===== src/rtl/pwm_pkg.sv =====
// Purpose: Shared constants and types of the waveform channel.
// Assumes: One channel, registers one 32-bit word each.
// Notes: Reset values of period and duty are never zero.
`default_nettype none
package pwm_pkg;
	localparam int ADDR_W = 8;
	localparam int DATA_W = 32;
	localparam int CNT_W_DEF = 16;
	localparam int PRE_W = 4;

	localparam logic [7:0] OFS_ENA = 8'h00;
	localparam logic [7:0] OFS_DIS = 8'h04;
	localparam logic [7:0] OFS_STATUS = 8'h08;
	localparam logic [7:0] OFS_MODE = 8'h0c;
	localparam logic [7:0] OFS_PERIOD = 8'h10;
	localparam logic [7:0] OFS_DUTY = 8'h14;
	localparam logic [7:0] OFS_UPDATE = 8'h18;
	localparam logic [7:0] OFS_COUNTER = 8'h1c;

	localparam int ENA_BIT = 0;
	localparam int FLAG_BIT = 0;
	localparam int RUN_BIT = 1;
	localparam int PEND_BIT = 2;
	localparam int CENTER_BIT = 0;
	localparam int POL_BIT = 1;
	localparam int UPD_PER_BIT = 2;
	localparam int PRE_LSB = 4;
	localparam int MODE_W = 8;

	localparam logic [7:0] MODE_RST = 8'h00;
	localparam logic [15:0] PERIOD_RST = 16'h0010;
	localparam logic [15:0] DUTY_RST = 16'h0008;

	typedef struct packed {
		logic [ADDR_W-1:0] addr;
		logic [DATA_W-1:0] wdata;
		logic wr;
		logic rd;
	} bus_req_s;

	typedef enum logic [1:0] {
		ST_IDLE,
		ST_UP,
		ST_DOWN
	} cnt_state_e;
endpackage
`default_nettype wire


===== src/rtl/pwm_channel.sv =====
// Purpose: One waveform channel with deferred period and duty update.
// Assumes: Single-cycle register strobes on clk_sys_i, 40 MHz.
// Notes: Update timing and status quirks are reproduced on purpose.
//
// Contract
// - Counter at 0 or 1: update applies immediately.
// - Zero period blocks the deferred period update.
// - Left-aligned: first period from 0, later 1.
// - Early disable stops output, flag stays set.
`default_nettype none
module pwm_channel #(
	parameter int CNT_W = pwm_pkg::CNT_W_DEF
) (
	input wire logic clk_sys_i,
	input wire logic resetn_i,
	input wire pwm_pkg::bus_req_s bus_i,
	output logic [31:0] rdata_o,
	output logic pwm_o
);

	if (CNT_W < 2 || CNT_W > 16) begin : g_chk
		$error("CNT_W must lie between 2 and 16");
	end

	localparam logic [CNT_W-1:0] CNT_ZERO = '0;
	localparam logic [CNT_W-1:0] CNT_ONE = CNT_W'(1);

	// Register decode.
	wire wr_ena = bus_i.wr && (bus_i.addr == pwm_pkg::OFS_ENA);
	wire wr_dis = bus_i.wr && (bus_i.addr == pwm_pkg::OFS_DIS);
	wire wr_mode = bus_i.wr && (bus_i.addr == pwm_pkg::OFS_MODE);
	wire wr_per = bus_i.wr && (bus_i.addr == pwm_pkg::OFS_PERIOD);
	wire wr_duty = bus_i.wr && (bus_i.addr == pwm_pkg::OFS_DUTY);
	wire wr_upd = bus_i.wr && (bus_i.addr == pwm_pkg::OFS_UPDATE);

	wire ena_cmd = wr_ena && bus_i.wdata[pwm_pkg::ENA_BIT];
	wire channel_disable_cmd = wr_dis && bus_i.wdata[pwm_pkg::ENA_BIT];
	wire [CNT_W-1:0] wval = bus_i.wdata[CNT_W-1:0];

	logic [pwm_pkg::MODE_W-1:0] mode_r;
	logic [CNT_W-1:0] channel_period_value;
	logic [CNT_W-1:0] channel_duty_value;
	logic [CNT_W-1:0] channel_counter_value;
	logic [CNT_W-1:0] upd_val_r;
	logic upd_per_r;
	logic upd_pend_r;
	logic channel_enabled_flag;
	logic tick_seen_r;
	pwm_pkg::cnt_state_e state_r;
	logic [15:0] presc_r;
	logic pwm_r;
	logic [31:0] rdata_r;

	logic [pwm_pkg::MODE_W-1:0] mode_nxt;
	logic [CNT_W-1:0] period_nxt;
	logic [CNT_W-1:0] duty_nxt;
	logic [CNT_W-1:0] cnt_nxt;
	logic [CNT_W-1:0] upd_val_nxt;
	logic upd_per_nxt;
	logic upd_pend_nxt;
	logic flag_nxt;
	logic tick_seen_nxt;
	pwm_pkg::cnt_state_e state_nxt;
	logic pwm_nxt;
	logic [31:0] rdata_nxt;

	// Mode fields.
	wire center = mode_r[pwm_pkg::CENTER_BIT];
	wire polarity = mode_r[pwm_pkg::POL_BIT];
	wire upd_target_per = mode_r[pwm_pkg::UPD_PER_BIT];
	wire [pwm_pkg::PRE_W-1:0] pre_sel = mode_r[pwm_pkg::PRE_LSB +: pwm_pkg::PRE_W];

	// Selected channel clock is a one-cycle tick every 2^pre_sel cycles.
	// A shared free-running divider keeps the phase of the tick unknown to
	// software, which is why an early disable can land before the first one.
	wire [15:0] pre_mask = 16'((16'h0001 << pre_sel) - 16'h0001);
	wire tick = (presc_r & pre_mask) == pre_mask;

	wire running = state_r != pwm_pkg::ST_IDLE;
	wire at_top = channel_counter_value >= channel_period_value;
	wire at_low = channel_counter_value <= CNT_ONE;

	// End of a period: left-aligned at the top, centre-aligned at the bottom.
	wire left_wrap = (state_r == pwm_pkg::ST_UP) && !center && tick && at_top;
	wire center_wrap = (state_r == pwm_pkg::ST_DOWN) && tick &&
		(channel_counter_value == CNT_ZERO);
	wire boundary = left_wrap || center_wrap;

	// A pending period value is held back while the period is zero.
	wire apply_ok = !(upd_per_r && (channel_period_value == CNT_ZERO));
	wire apply_pend = boundary && upd_pend_r && apply_ok;
	wire upd_now = wr_upd && at_low;

	wire [31:0] status_word = (32'(channel_enabled_flag) << pwm_pkg::FLAG_BIT) |
		(32'(running) << pwm_pkg::RUN_BIT) | (32'(upd_pend_r) << pwm_pkg::PEND_BIT);

	// Counter and state sequencing.
	always_comb begin
		state_nxt = state_r;
		cnt_nxt = channel_counter_value;
		tick_seen_nxt = tick_seen_r;
		flag_nxt = channel_enabled_flag;
		if (running && tick) begin
			tick_seen_nxt = 1'b1;
		end
		case (state_r)
			pwm_pkg::ST_IDLE: begin
				cnt_nxt = CNT_ZERO;
			end
			pwm_pkg::ST_UP: begin
				if (tick) begin
					if (!at_top) begin
						cnt_nxt = channel_counter_value + CNT_ONE;
					end else if (center) begin
						state_nxt = pwm_pkg::ST_DOWN;
						cnt_nxt = channel_counter_value - CNT_ONE;
					end else begin
						cnt_nxt = CNT_ONE;
					end
				end
			end
			pwm_pkg::ST_DOWN: begin
				if (tick) begin
					if (channel_counter_value == CNT_ZERO) begin
						state_nxt = pwm_pkg::ST_UP;
						cnt_nxt = CNT_ONE;
					end else begin
						cnt_nxt = channel_counter_value - CNT_ONE;
					end
				end
			end
			default: begin
				state_nxt = pwm_pkg::ST_IDLE;
				cnt_nxt = CNT_ZERO;
			end
		endcase
		if (ena_cmd) begin
			state_nxt = pwm_pkg::ST_UP;
			cnt_nxt = CNT_ZERO;
			tick_seen_nxt = 1'b0;
			flag_nxt = 1'b1;
		end else if (channel_disable_cmd) begin
			state_nxt = pwm_pkg::ST_IDLE;
			cnt_nxt = CNT_ZERO;
			// Before the first selected clock the flag is left standing.
			if (tick_seen_r) begin
				flag_nxt = 1'b0;
			end
		end
	end

	// Period, duty and the update holding register.
	always_comb begin
		period_nxt = channel_period_value;
		duty_nxt = channel_duty_value;
		upd_val_nxt = upd_val_r;
		upd_per_nxt = upd_per_r;
		upd_pend_nxt = upd_pend_r;
		mode_nxt = mode_r;
		if (apply_pend) begin
			if (upd_per_r) begin
				period_nxt = upd_val_r;
			end else begin
				duty_nxt = upd_val_r;
			end
			upd_pend_nxt = 1'b0;
		end
		// A deferred update write in the apply cycle wins over the clear; an immediate one leaves the pending flag cleared.
		if (wr_upd) begin
			if (upd_now) begin
				if (upd_target_per) begin
					period_nxt = wval;
				end else begin
					duty_nxt = wval;
				end
			end else begin
				upd_val_nxt = wval;
				upd_per_nxt = upd_target_per;
				upd_pend_nxt = 1'b1;
			end
		end
		if (wr_per) begin
			period_nxt = wval;
		end
		if (wr_duty) begin
			duty_nxt = wval;
		end
		if (wr_mode) begin
			mode_nxt = bus_i.wdata[pwm_pkg::MODE_W-1:0];
		end
	end

	// Output level; a stopped channel drives low whatever the flag says.
	assign pwm_nxt = running &&
		((channel_counter_value < channel_duty_value) ^ polarity);

	// Read data, registered; unmapped offsets read as zero.
	always_comb begin
		rdata_nxt = 32'h0;
		if (bus_i.rd) begin
			case (bus_i.addr)
				pwm_pkg::OFS_STATUS: rdata_nxt = status_word;
				pwm_pkg::OFS_MODE: rdata_nxt = 32'(mode_r);
				pwm_pkg::OFS_PERIOD: rdata_nxt = 32'(channel_period_value);
				pwm_pkg::OFS_DUTY: rdata_nxt = 32'(channel_duty_value);
				pwm_pkg::OFS_UPDATE: rdata_nxt = 32'(upd_val_r);
				pwm_pkg::OFS_COUNTER: rdata_nxt = 32'(channel_counter_value);
				default: rdata_nxt = 32'h0;
			endcase
		end
	end

	always_ff @(posedge clk_sys_i) begin
		if (!resetn_i) begin
			mode_r <= pwm_pkg::MODE_RST;
			channel_period_value <= CNT_W'(pwm_pkg::PERIOD_RST);
			channel_duty_value <= CNT_W'(pwm_pkg::DUTY_RST);
			channel_counter_value <= CNT_ZERO;
			upd_val_r <= CNT_ZERO;
			upd_per_r <= 1'b0;
			upd_pend_r <= 1'b0;
			channel_enabled_flag <= 1'b0;
			tick_seen_r <= 1'b0;
			state_r <= pwm_pkg::ST_IDLE;
			presc_r <= 16'h0;
			pwm_r <= 1'b0;
			rdata_r <= 32'h0;
		end else begin
			mode_r <= mode_nxt;
			channel_period_value <= period_nxt;
			channel_duty_value <= duty_nxt;
			channel_counter_value <= cnt_nxt;
			upd_val_r <= upd_val_nxt;
			upd_per_r <= upd_per_nxt;
			upd_pend_r <= upd_pend_nxt;
			channel_enabled_flag <= flag_nxt;
			tick_seen_r <= tick_seen_nxt;
			state_r <= state_nxt;
			presc_r <= presc_r + 16'h0001;
			pwm_r <= pwm_nxt;
			rdata_r <= rdata_nxt;
		end
	end

	assign rdata_o = rdata_r;
	assign pwm_o = pwm_r;
endmodule
`default_nettype wire


===== config.mk =====
export PLATFORM = sky130hd
export DESIGN_NAME = pwm_channel
export DESIGN_NICKNAME = d
export VERILOG_FILES = /design/src/rtl/pwm_pkg.sv /design/src/rtl/pwm_channel.sv
export SDC_FILE = /design/constraint.sdc
export NUM_CORES = 1
export LEC_CHECK = 0
export BUFFER_PORTS_ARGS = -buffer_cell sky130_fd_sc_hd__buf_2
export CAP_MARGIN = 30
export CORE_MARGIN = 2
export CORE_UTILIZATION = 40
export CTS_CLUSTER_SIZE = 10
export DETAILED_ROUTE_END_ITERATION = 8
export SYNTH_ARGS = -nofsm -noshare
export SYNTH_HDL_FRONTEND = slang
export SYNTH_SLANG_ARGS = --single-unit

===== constraint.sdc =====
create_clock -name clk_sys_i -period 3.15 [get_ports clk_sys_i]
set_input_delay 0.4725 -clock clk_sys_i [delete_from_list [all_inputs] [get_ports clk_sys_i]]
set_output_delay 0.4725 -clock clk_sys_i [all_outputs]
set_load 0.01 [all_outputs]

======== After elaboration in Yosys (flattened, before gate mapping) ========
Cells that the tools add are included.
operators by class
  $add $sub $neg .......................... 4
  multiply operators ...................... 0
  div/mod/pow operators ................... 0
  $lt $le $gt $ge ......................... 3
  eq/ne operators ......................... 21
  shift-type cells ........................ 1
  multiplexer cells ....................... 33
  bitwise operators ....................... 7
  reduce and logical (&&, ||, !) cells .... 37
operator list
  operator                                                                            count
  16-bit 2-to-1 mux                                                                   17
  16-bit one-hot mux with 6 select lines                                              1
  16-bit by 1-bit adder with 16-bit output (second input constant)                    2
  8-bit by 5-bit == test with 1-bit output (second input constant)                    4
  16-bit logical NOT                                                                  2
  16-bit one-hot mux with 2 select lines                                              1
  16-bit by 1-bit subtractor with 16-bit output (second input constant)               2
  1-bit logical AND                                                                   19
  16-bit bitwise AND                                                                  1
  16-bit == test                                                                      1
  8-bit by 4-bit == test with 1-bit output (second input constant)                    2
  16-bit >= comparator                                                                1
  16-bit by 1-bit less-or-equal comparator with 1-bit output (second input constant)  1
  16-bit < comparator                                                                 1
  4-bit != test (second input constant)                                               4
  1-bit by 4-bit << shifter with 16-bit output (first input constant)                 1
  6-bit AND reduction                                                                 2
  2-bit 2-to-1 mux                                                                    5
  8-bit by 3-bit == test with 1-bit output (second input constant)                    1
  8-bit logical NOT                                                                   1
  1-bit 2-to-1 mux                                                                    8
  2-bit != test (second input constant)                                               4
  2-bit AND reduction                                                                 4
  2-bit one-hot mux with 3 select lines                                               1
  other kinds (15)                                                                    20
storage, ports and cells
  register bits ........................... 127
  latch bits .............................. 0
  memory bits (writable) .................. 0
  ROM bits ................................ 0
  bits of input ports ..................... 44
  output and inout port bits .............. 33
  logic and storage cells ................. 120
  memories kept ........................... 0

======== Logic depth before layout (Yosys ltp) ========
Gate-level depths: netlist of the first run.
  word-level depth ........................ 14
  gate-level depth with buffers ........... 14
  depth with buffers taken out ............ 10

======== Worst setup path before layout of the first run ========
OpenSTA, ideal clock, no wires.
  path kind ............................... register to register
  from .................................... reg mode_r[5] in the netlist's numbering
  to ...................................... reg channel_period_value[5]
  setup time .............................. 0.130 ns
  data arrival time ....................... 3.237 ns
  required time ........................... 3.020 ns
  slack ................................... -0.217 ns
  stages on the path, launching flop included .. 14
  path buffers ............................ 3
  period minus slack after synthesis ...... 3.367 ns
  cells stage by stage .................... dfxtp_1 -> clkbuf_1 -> or4b_2 -> ha_1 -> buf_2 -> xnor2_1 -> a41oi_1 -> o22ai_1 -> nor4_2 -> nand3_1 -> nor2_4 -> buf_6 -> mux2i_1 -> o21ai_0
between the ends
  longest elaborated chain between the ends .. 14
  elaborated cells between the ends (all ways) .. 16
  classes of those cells .................. 1 x add/sub; 1 x eq/ne; 1 x shift; 5 x mux; 1 x bitwise; 7 x reduce/logical
RTL lines
  what                                                       line                                  text
  start: declaration                                         pwm_channel.sv:40                     logic [pwm_pkg::MODE_W-1:0] mode_r;
  start signal: assignment                                   pwm_channel.sv:215                    mode_r <= pwm_pkg::MODE_RST;
  start signal: assignment                                   pwm_channel.sv:229                    mode_r <= mode_nxt;
  1-bit by 4-bit << shifter with 16-bit output *             pwm_channel.sv:76                     wire [15:0] pre_mask = 16'((16'h0001 << pre_sel) - 16'h0001);
  16-bit by 1-bit subtractor with 16-bit output *            pwm_channel.sv:76
  16-bit bitwise AND                                         pwm_channel.sv:77                     wire tick = (presc_r & pre_mask) == pre_mask;
  16-bit == test *                                           pwm_channel.sv:77
  1-bit logical AND, on equally long branches (2 in series)  pwm_channel.sv:84, pwm_channel.sv:85
  1-bit logical OR *                                         pwm_channel.sv:87                     wire boundary = left_wrap || center_wrap;
  1-bit logical AND * (2 in series)                          pwm_channel.sv:91                     wire apply_pend = boundary && upd_pend_r && apply_ok;
  16-bit 2-to-1 mux *                                        pwm_channel.sv:160                    if (apply_pend) begin
  16-bit 2-to-1 mux                                          pwm_channel.sv:171                    if (upd_target_per) begin
  16-bit 2-to-1 mux                                          pwm_channel.sv:170                    if (upd_now) begin
  16-bit 2-to-1 mux *                                        pwm_channel.sv:169                    if (wr_upd) begin
  16-bit 2-to-1 mux *                                        pwm_channel.sv:182                    if (wr_per) begin
  end signal: assignment                                     pwm_channel.sv:216                    channel_period_value <= CNT_W'(pwm_pkg::PERIOD_RST);
  end signal: assignment                                     pwm_channel.sv:230                    channel_period_value <= period_nxt;
  end: declaration                                           pwm_channel.sv:41                     logic [CNT_W-1:0] channel_period_value;
Mark *: on every way between the ends. The rest lies on a longest branch, timed or not.
A chain may end at the register's enable or synchronous reset.

======== Final worst setup path of the first run ========
  from .................................... reg channel_counter_value[0]
  to ...................................... reg channel_counter_value[3]
between the ends
  longest elaborated chain between the ends .. 5
  elaborated cells between the ends (all ways) .. 10
  classes of those cells .................. 2 x add/sub; 1 x order compare; 6 x mux; 1 x reduce/logical
RTL lines
  what                                           line                                    text
  start: declaration                             pwm_channel.sv:43                       logic [CNT_W-1:0] channel_counter_value;
  start signal: assignment                       pwm_channel.sv:232                      channel_counter_value <= cnt_nxt;
  16-bit by 1-bit subtractor with 16-bit output  pwm_channel.sv:116, pwm_channel.sv:128
  16-bit 2-to-1 mux                              pwm_channel.sv:114                      end else if (center) begin
  16-bit 2-to-1 mux                              pwm_channel.sv:112                      if (!at_top) begin
  16-bit 2-to-1 mux                              pwm_channel.sv:111                      if (tick) begin
  16-bit one-hot mux with 2 select lines *       pwm_channel.sv:106                      case (state_r)
Mark *: on every way between the ends. The rest lies on a longest branch, timed or not. The select of a mux whose other input is x is not followed.

==> flow_summary.yaml, run 1 <==
logic_synthesis:
  yosysTopAreaCellShare: 0.323
  async_reset_ff_frac: 0
  synth_flop_cell: "dfxtp_1"
  yosys_warnings: 0
  syn_area_mm2: 0.00682
  yosysSeqAreaShare: 0.323
  synth.largest_area_cell: "dfxtp_1"
  yosys-top-cells-area: "dfxtp_1, mux2i_1, ha_1"
  synth_cell_types: 77
  ys_seq_elements: 110
  synth_edf_count: 0
  postSynthCellCount: 852
  syn_area_per_cell_um2: 8.00
  synth_common_cells: "dfxtp_1, nand2_1, nor2_1, o21ai_0, a21oi_1"
  synth.most_common_cell: "dfxtp_1"
route:
  drtAntennaViolNets: 0
  via_per_inst: 5.63
  finalWirelength_um: 19400
  first_pass_iters: 5
  vias: 6383
  route.detailed.drc: 0
  routedWlPerCell_um: 17.1
  dr.first_iter.drc_count: 638
clock_network:
  clk_pin_slew_worst_paths_ns: 0.08
  insertion_delay_ns: 0.37
  clock_sinks: 110
  cts_tree: "built"
  cts.path.max_buffers: 2
  cts_hold_buf: 0
  htreeDepth: 3
  cts_buffers: 9
  cts_root_buffer: "clkbuf_16"
worst_setup_path:
  path_cells: "inv_1 -> ha_1 -> or3b_1 -> or4_4 -> nor3_4 -> nand2b_4 -> o21ai_1 -> a21o_1 -> a41oi_1 -> a21oi_1"
  slowest_delay_ns: 0.50
  r2r_slack_ns: 0.16
  worst-setup-path-type: "reg2reg"
  crit_required_ns: 3.39
  arrival_ns: 3.23
  cp_slowest_cell: "or4_4"
  path_max_fanout: 8
  startpoint_type: "flip-flop"
  end_kind: "flip-flop"
timing:
  hold_viol: 0
  finalCriticalPeriod_ns: 2.99
  post-route-period-util: 0.950
  tightest_slew_ns: 0.724
  report.final.slew_viol_count: 0
  fmax_mhz: 334
  maxSlewHeadroom: 0.514
  fin_hold_ws_ns: 0.338
  finalSetupViolCount: 0
  setup_ws_ns: 0.158
  final.setup.tns_ns: 0
  rsz0062_at_grt: "no"
  finalClockSkew_ns: 0.0134
cells_and_area:
  multi_input_area_mm2: 0.00417
  final_area_mm2: 0.00783
  drive_gt1_frac: 0.160
  syn_to_final_growth_pct: 14.8
  n_antenna_cell: 0
  seqCellArea_mm2: 0.00220
  final_util: 0.470
  final_cells: 1134
  fillers: 1629
  final_nets: 992
global_route:
  grt_pass1_vias: 5843
  antenna_found_initial: 0
  grt_pass1_wl_um: 31400
  grt_max_degree: 47
  grtUsageTotal: 0.218
  gr-total-overflow: 0
placed_design:
  dp_hpwl_um: 14300
  portBuffers: 44
  dp_slack_ns: 0.0941
  placedCellCount: 1116
  gp_congestion: 0.874
  placed_area_mm2: 0.00746
floorplan:
  core_area_mm2: 0.0166
  die_y_um: 135
  std_cell_rows: 47
  start_util: 0.410
  io_pins: 77
  die_area_mm2: 0.0181
  die_x_um: 135
pwr:
  worst_ir_drop_vdd_v: 0.000277
  p_per_area_mw_per_mm2: 344
  leakagePower_nw: 3.03
  total_power_mw: 2.70
min_path:
  hold_path.class: "in2reg"
outcome:
  outcome: "complete, no violations"
run:
  drv_cap: 0
## final timing paths
path | startpoint | endpoint | depth (start not counted)
max | channel_counter_value[0] | channel_counter_value[3] | 10
min | bus_i[13] | channel_duty_value[11] | 3
max reg2reg | channel_counter_value[0] | channel_counter_value[3] | 10
min reg2reg | mode_r[3] | mode_r[3] | 2
## worst max-delay path, delay by kind of cell (launching register included)
kind	cells	cell delay [ns]
adder cells (fa/ha/maj)	1	0.21
AND/OR/NAND/NOR	4	1.30
flip-flops	1	0.32
buffers and inverters	1	0.22
AO/OA/AOI/OAI	4	0.81
## area by class of cell
type,count,area share
inverter,44,0.0211
multi-input combinational,645,0.533
sequential,110,0.282
timing repair buffer,99,0.0889
tap,220,0.0352
clock buffer,9,0.0288
clock inverter,7,0.0110
## per-layer routing
layer	track usage	wire [um]
met3	0.0409	1280
met4	0.0520	285
met1	0.307	9180
met5	0	0
met2	0.346	8650
## cell usage in the layout (no fill, tap or decap), drive strengths merged, types with 7 or more instances in the layout
cell type and n:
nor4 9, nand3 30, ha 39, nor3 19
a22oi 25, conb 16, mux2i 50, a21o 9
o22ai 8, nor2 64, inv 47, a21oi 51
clkbuf 9, o21ai 66, nand4 10, o211ai 7
nor2b 7, nand2 108, a31oi 10, buf 99
or3 12, dfxtp 110, xnor2 11
## state kept, by name, summed over array words and instances (netlist names)
register,flops
rdata_o,16
upd_pend_r,1
channel_period_value,16
presc_r,15
tick_seen_r,1
pwm_o,1
upd_val_r,16
upd_per_r,1
channel_enabled_flag,1
state_r,2
mode_r,8
channel_counter_value,16
channel_duty_value,16
## where the power goes
group	internal (mW)	total (mW)	switching, mW	leakage (nW)
combinational	0.0317	0.103	0.0714	1.99
sequential	1.39	1.40	0.00322	0.887
clock	0.574	1.20	0.622	0.151
total	2.00	2.70	0.696	3.03
## kinds of logic (layout without fill, tap and decap cells)
family / Yosys count / in the layout / synth area share
AOI/OAI and AO/OA: 224 / 224 / 0.210
xor gates and xnor gates: 17 / 17 / 0.0218
and+or+nand+nor: 298 / 298 / 0.219
DFF: 110 / 110 / 0.323
buffers and inverters: 112 / 159 / 0.0786
adders and majority gates: 39 / 39 / 0.0716
muxes: 51 / 51 / 0.0751
other: 1 / 16 / 0.000550
## repair_timing
| item | CTS | global route |
|---|---|---|
| endpoints found under the setup margin | 0 | 19 |
| buffers inserted | 0 | 2 |
| resized for setup | 0 | 6 |
(Power assumes the default switching activity.)
==> run 2: changes to the inputs <==
Settings changed: REMOVE_ABC_BUFFERS set to 1.
==> flow_summary.yaml, run 2 (synthesis results as in run 1) <==
outcome:
  outcome: "complete, no violations"
cells_and_area:
  multi_input_area_mm2: 0.00418
  drive_gt1_frac: 0.160
  syn_to_final_growth_pct: 15.2
  final_util: 0.472
  final_nets: 993
  final_cell_mix: "nand2_1, dfxtp_1, nor2_1, o21ai_0, mux2i_1"
  final_area_mm2: 0.00785
  fillers: 1696
  seqCellArea_mm2: 0.00220
  n_antenna_cell: 0
worst_setup_path:
  path_common_cell: "buf_4"
  cp_slowest_cell: "or4_4"
  path_cells: "or4_4 -> ha_4 -> clkbuf_2 -> buf_4 -> xnor2_1 -> o22ai_1 -> nor4_4 -> buf_4 -> nand3_1 -> nor2_4 -> buf_12 -> mux2i_1 -> a31oi_1"
  end_kind: "flip-flop"
  worst-setup-path-type: "reg2reg"
  startpoint_type: "flip-flop"
  path_max_fanout: 8
  arrival_ns: 3.20
  crit_required_ns: 3.38
  slowest_delay_ns: 0.56
clock_network:
  cts_buffers: 9
  cts_hold_buf: 0
  clock_sinks: 110
  insertion_delay_ns: 0.36
  cts.path.max_buffers: 2
  clk_pin_slew_worst_paths_ns: 0.08
  cts_root_buffer: "clkbuf_16"
  cts_tree: "built"
  htreeDepth: 3
timing:
  maxSlewHeadroom: 0.536
  tightest_slew_ns: 0.692
  rsz0062_at_grt: "no"
  fin_hold_ws_ns: 0.334
  finalSetupViolCount: 0
  hold_viol: 0
  finalCriticalPeriod_ns: 2.96
  report.final.slew_viol_count: 0
  finalClockSkew_ns: 0.00788
  post-route-period-util: 0.941
  fmax_mhz: 337
global_route:
  grtUsageTotal: 0.223
  grt_pass1_vias: 5763
  gr-total-overflow: 0
  grt_pass1_wl_um: 31700
  antenna_found_initial: 0
  grt_max_degree: 47
placed_design:
  placed_area_mm2: 0.00748
  gp_congestion: 0.870
  dp_hpwl_um: 14000
  portBuffers: 44
route:
  dr.first_iter.drc_count: 447
  drtAntennaViolNets: 0
  dr_wl_met3_um: 1050
  via_per_inst: 5.56
  dr.max_layer_used: "met4"
  route.detailed.drc: 0
  met1_length_um: 9240
  routedWlPerCell_um: 17.5
  vias: 6312
  dr_wl_met2_um: 9250
  first_pass_iters: 7
  finalWirelength_um: 19900
floorplan:
  die_x_um: 135
  start_util: 0.410
  std_cell_rows: 47
  core_area_mm2: 0.0166
  io_pins: 77
  die_area_mm2: 0.0181
  die_y_um: 135
pwr:
  leakagePower_nw: 3.04
  p_per_area_mw_per_mm2: 342
  worst_ir_drop_vdd_v: 0.000333
  total_power_mw: 2.68
run:
  drv_cap: 0
min_path:
  hold_path.class: "in2reg"
[run 2: where the power goes]
group	switching (mW)	internal (mW)
logic	0.0750	0.0310
clock network	0.600	0.581
registers	0.00306	1.39
[run 2: through the flow]
step | setup TNS (ns) | setup slack, ns | instances
final | 0 | 0.187 | 1135
after floorplan | -8.74 | -0.573 | 799
after global placement | 0 | 0.0528 | 1117
after global routing | 0 | 0.0324 | 1135
after CTS | 0 | 0.0428 | 1133
after detailed placement | -0.00561 | -0.00561 | 1117
[run 2: routing by layer]
layer / vias up / GRT usage
met5: - / 0
met4: 0 / 0.0661
met3: 21 / 0.0375
met2: 188 / 0.354
met1: 2959 / 0.311
li1: 3144 / -
[run 2: what timing repair did]
| action | in CTS | in global routing |
|---|---|---|
| resized for setup | 2 | 7 |
| pin swaps | 0 | 3 |
| setup endpoints to repair | 2 | 24 |
| cloned | 0 | 1 |
| setup buffers | 0 | 1 |
| hold endpoints to repair | 0 | 0 |
[run 2: path summary, 6_finish.rpt]
kind	endpoint	startpoint	slack [ns]	depth (start not counted)
worst max-delay path	channel_period_value[4]	mode_r[4]	0.19	13
worst min-delay path	channel_duty_value[8]	bus_i[10]	0.33	3
worst max register to register	channel_period_value[4]	mode_r[4]	0.19	13
worst min register to register	presc_r[0]	presc_r[0]	0.46	1
[run 2: worst max-delay path, delay by kind of cell (launching register included)]
family | cells | cell delay (ns)
adder cells (fa/ha/maj) | 1 | 0.20
AND/OR/NAND/NOR | 4 | 1.09
AO/OA/AOI/OAI | 2 | 0.22
buffers and inverters | 4 | 0.63
flip-flops | 1 | 0.35
XOR/XNOR | 1 | 0.16
multiplexers | 1 | 0.19
[run 2: final cells by class]
class / instances / area share
Clock buffer: 10 / 0.0304
Clock inverter: 6 / 0.00797
Inverter: 44 / 0.0210
Multi-Input combinational cell: 645 / 0.532
Sequential cell: 110 / 0.281
Tap cell: 220 / 0.0351
Timing Repair Buffer: 100 / 0.0931
==> run 3: changes to the inputs <==
Settings changed: CORE_ASPECT_RATIO set to 0.5.
==> flow_summary.yaml, run 3 (synthesis results as in run 1) <==
timing:
  tightest_slew_ns: 0.736
  report.final.slew_viol_count: 0
  hold_viol: 0
  final.setup.tns_ns: 0
  finalClockSkew_ns: 0.00795
  post-route-period-util: 0.959
  finalSetupViolCount: 0
  finalCriticalPeriod_ns: 3.02
  setup_ws_ns: 0.130
  rsz0062_at_grt: "no"
  fmax_mhz: 331
  maxSlewHeadroom: 0.506
worst_setup_path:
  startpoint_type: "flip-flop"
  rr_endpoint: "channel_counter_value[13]"
  cp_slowest_cell: "or4_4"
  end_kind: "flip-flop"
  path_max_fanout: 8
  reg2reg_from: "channel_counter_value[0]"
  crit_required_ns: 3.40
  arrival_ns: 3.27
  path_cells: "inv_1 -> ha_1 -> or3b_1 -> or4_4 -> nor3_4 -> nand2b_4 -> o21ai_1 -> a22oi_1 -> nand2_1 -> a32o_1"
  slowest_delay_ns: 0.50
  worst-setup-path-type: "reg2reg"
  r2r_slack_ns: 0.13
  critPathTopFamily: "simple AND/OR/NAND/NOR gates"
  worst-path-buf-inv: 1
  r2r_cells: 10
floorplan:
  core_area_mm2: 0.0165
  io_pins: 77
  std_cell_rows: 33
  die_x_um: 189
  start_util: 0.413
  die_area_mm2: 0.0182
  die_y_um: 96.3
clock_network:
  cts_tree: "built"
  cts_buffers: 9
  insertion_delay_ns: 0.35
  cts_hold_buf: 0
  cts.path.max_buffers: 2
  clock_sinks: 110
  htreeDepth: 3
  clk_pin_slew_worst_paths_ns: 0.08
  cts_root_buffer: "clkbuf_16"
placed_design:
  dp_slack_ns: -0.154
  portBuffers: 44
  dp_hpwl_um: 14800
  gp_congestion: 0.878
run:
  drv_cap: 0
min_path:
  hold_path.class: "in2reg"
  worstHoldPathCells: 3
  min_from: "bus_i[16]"
  hold_end: "channel_duty_value[14]"
cells_and_area:
  multi_input_area_mm2: 0.00419
  seqCellArea_mm2: 0.00220
  n_antenna_cell: 0
  drive_gt1_frac: 0.169
  fillers: 1631
  final_nets: 1001
  syn_to_final_growth_pct: 17.4
  final_util: 0.485
  final_cell_mix: "nand2_1, dfxtp_1, nor2_1, o21ai_0, buf_4"
pwr:
  leakagePower_nw: 3.09
  worst_ir_drop_vdd_v: 0.000278
  p_per_area_mw_per_mm2: 355
route:
  finalWirelength_um: 20500
  dr.first_iter.drc_count: 662
  drtAntennaViolNets: 0
  route.detailed.drc: 0
  first_pass_iters: 5
  via_per_inst: 5.68
  routedWlPerCell_um: 17.8
  vias: 6527
global_route:
  antenna_found_initial: 0
  grt_pass1_vias: 6008
  grtUsageTotal: 0.231
  gr-total-overflow: 0
  grt_pass1_wl_um: 32700
  grt_max_degree: 47
outcome:
  outcome: "complete, no violations"
==> run 3: layout make-up <==
cell class / instances / area share
inverter: 44 / 0.0206
sequential: 110 / 0.275
tap: 227 / 0.0355
multi-input combinational: 645 / 0.524
clock buffer: 9 / 0.0281
clock inverter: 7 / 0.0153
timing repair buffer: 108 / 0.101
==> run 3: worst min-delay path, stage by stage <==
cell and delay (ns):
buf_2 0.10, nand2_1 0.04, o21ai_0 0.05
==> run 3: metrics by stage <==
| step | cells | hold WS (ns) | instance area, um^2 | power (mW) |
|---|---|---|---|---|
| global placement | 1130 | 0.445 | 7550 | 1.54 |
| CTS | 1147 | 0.336 | 7950 | 2.87 |
| floorplan | 799 | 0.425 | 6500 | 1.47 |
| finish | 1150 | 0.343 | 8000 | 2.84 |
| global route | 1150 | 0.350 | 8000 | 2.93 |
| detailed placement | 1130 | 0.449 | 7550 | 1.54 |
==> run 3: per-layer routing <==
metal | part of all wire | routed length, um | GRT usage | vias up
met5 | 0 | 0 | 0 | -
met4 | 0.0080 | 165 | 0.0417 | 0
met3 | 0.080 | 1640 | 0.0434 | 17
met2 | 0.42 | 8670 | 0.367 | 268
met1 | 0.49 | 10000 | 0.329 | 3087
li1 | - | - | - | 3155
==> run 3: power breakdown <==
| group | internal [mW] | switching (mW) |
|---|---|---|
| clock network | 0.781 | 0.554 |
| registers | 1.39 | 0.00307 |
| logic | 0.0341 | 0.0772 |
==> run 3: how the worst max path moves through the flow <==
stage                             start                        end  slack, ns  depth (start not counted)
5_1_grt                       mode_r[7]    channel_period_value[4]     0.0002                         14
6_report       channel_counter_value[0]  channel_counter_value[13]       0.13                         10
2_1_floorplan                 mode_r[4]   channel_counter_value[5]      -0.57                         10
3_5_place_dp                  mode_r[5]  channel_counter_value[11]      -0.15                         12
3_3_place_gp                  mode_r[5]  channel_counter_value[11]      -0.10                         12
4_1_cts                       mode_r[5]    channel_period_value[4]       0.05                         13
==> run 3: timing repair <==
| action | in CTS | in global routing |
|---|---|---|
| resized for setup | 6 | 10 |
| pin swaps | 2 | 8 |
| gates cloned | 1 | 0 |
| setup buffers | 0 | 4 |
| endpoints found under the setup margin | 26 | 23 |
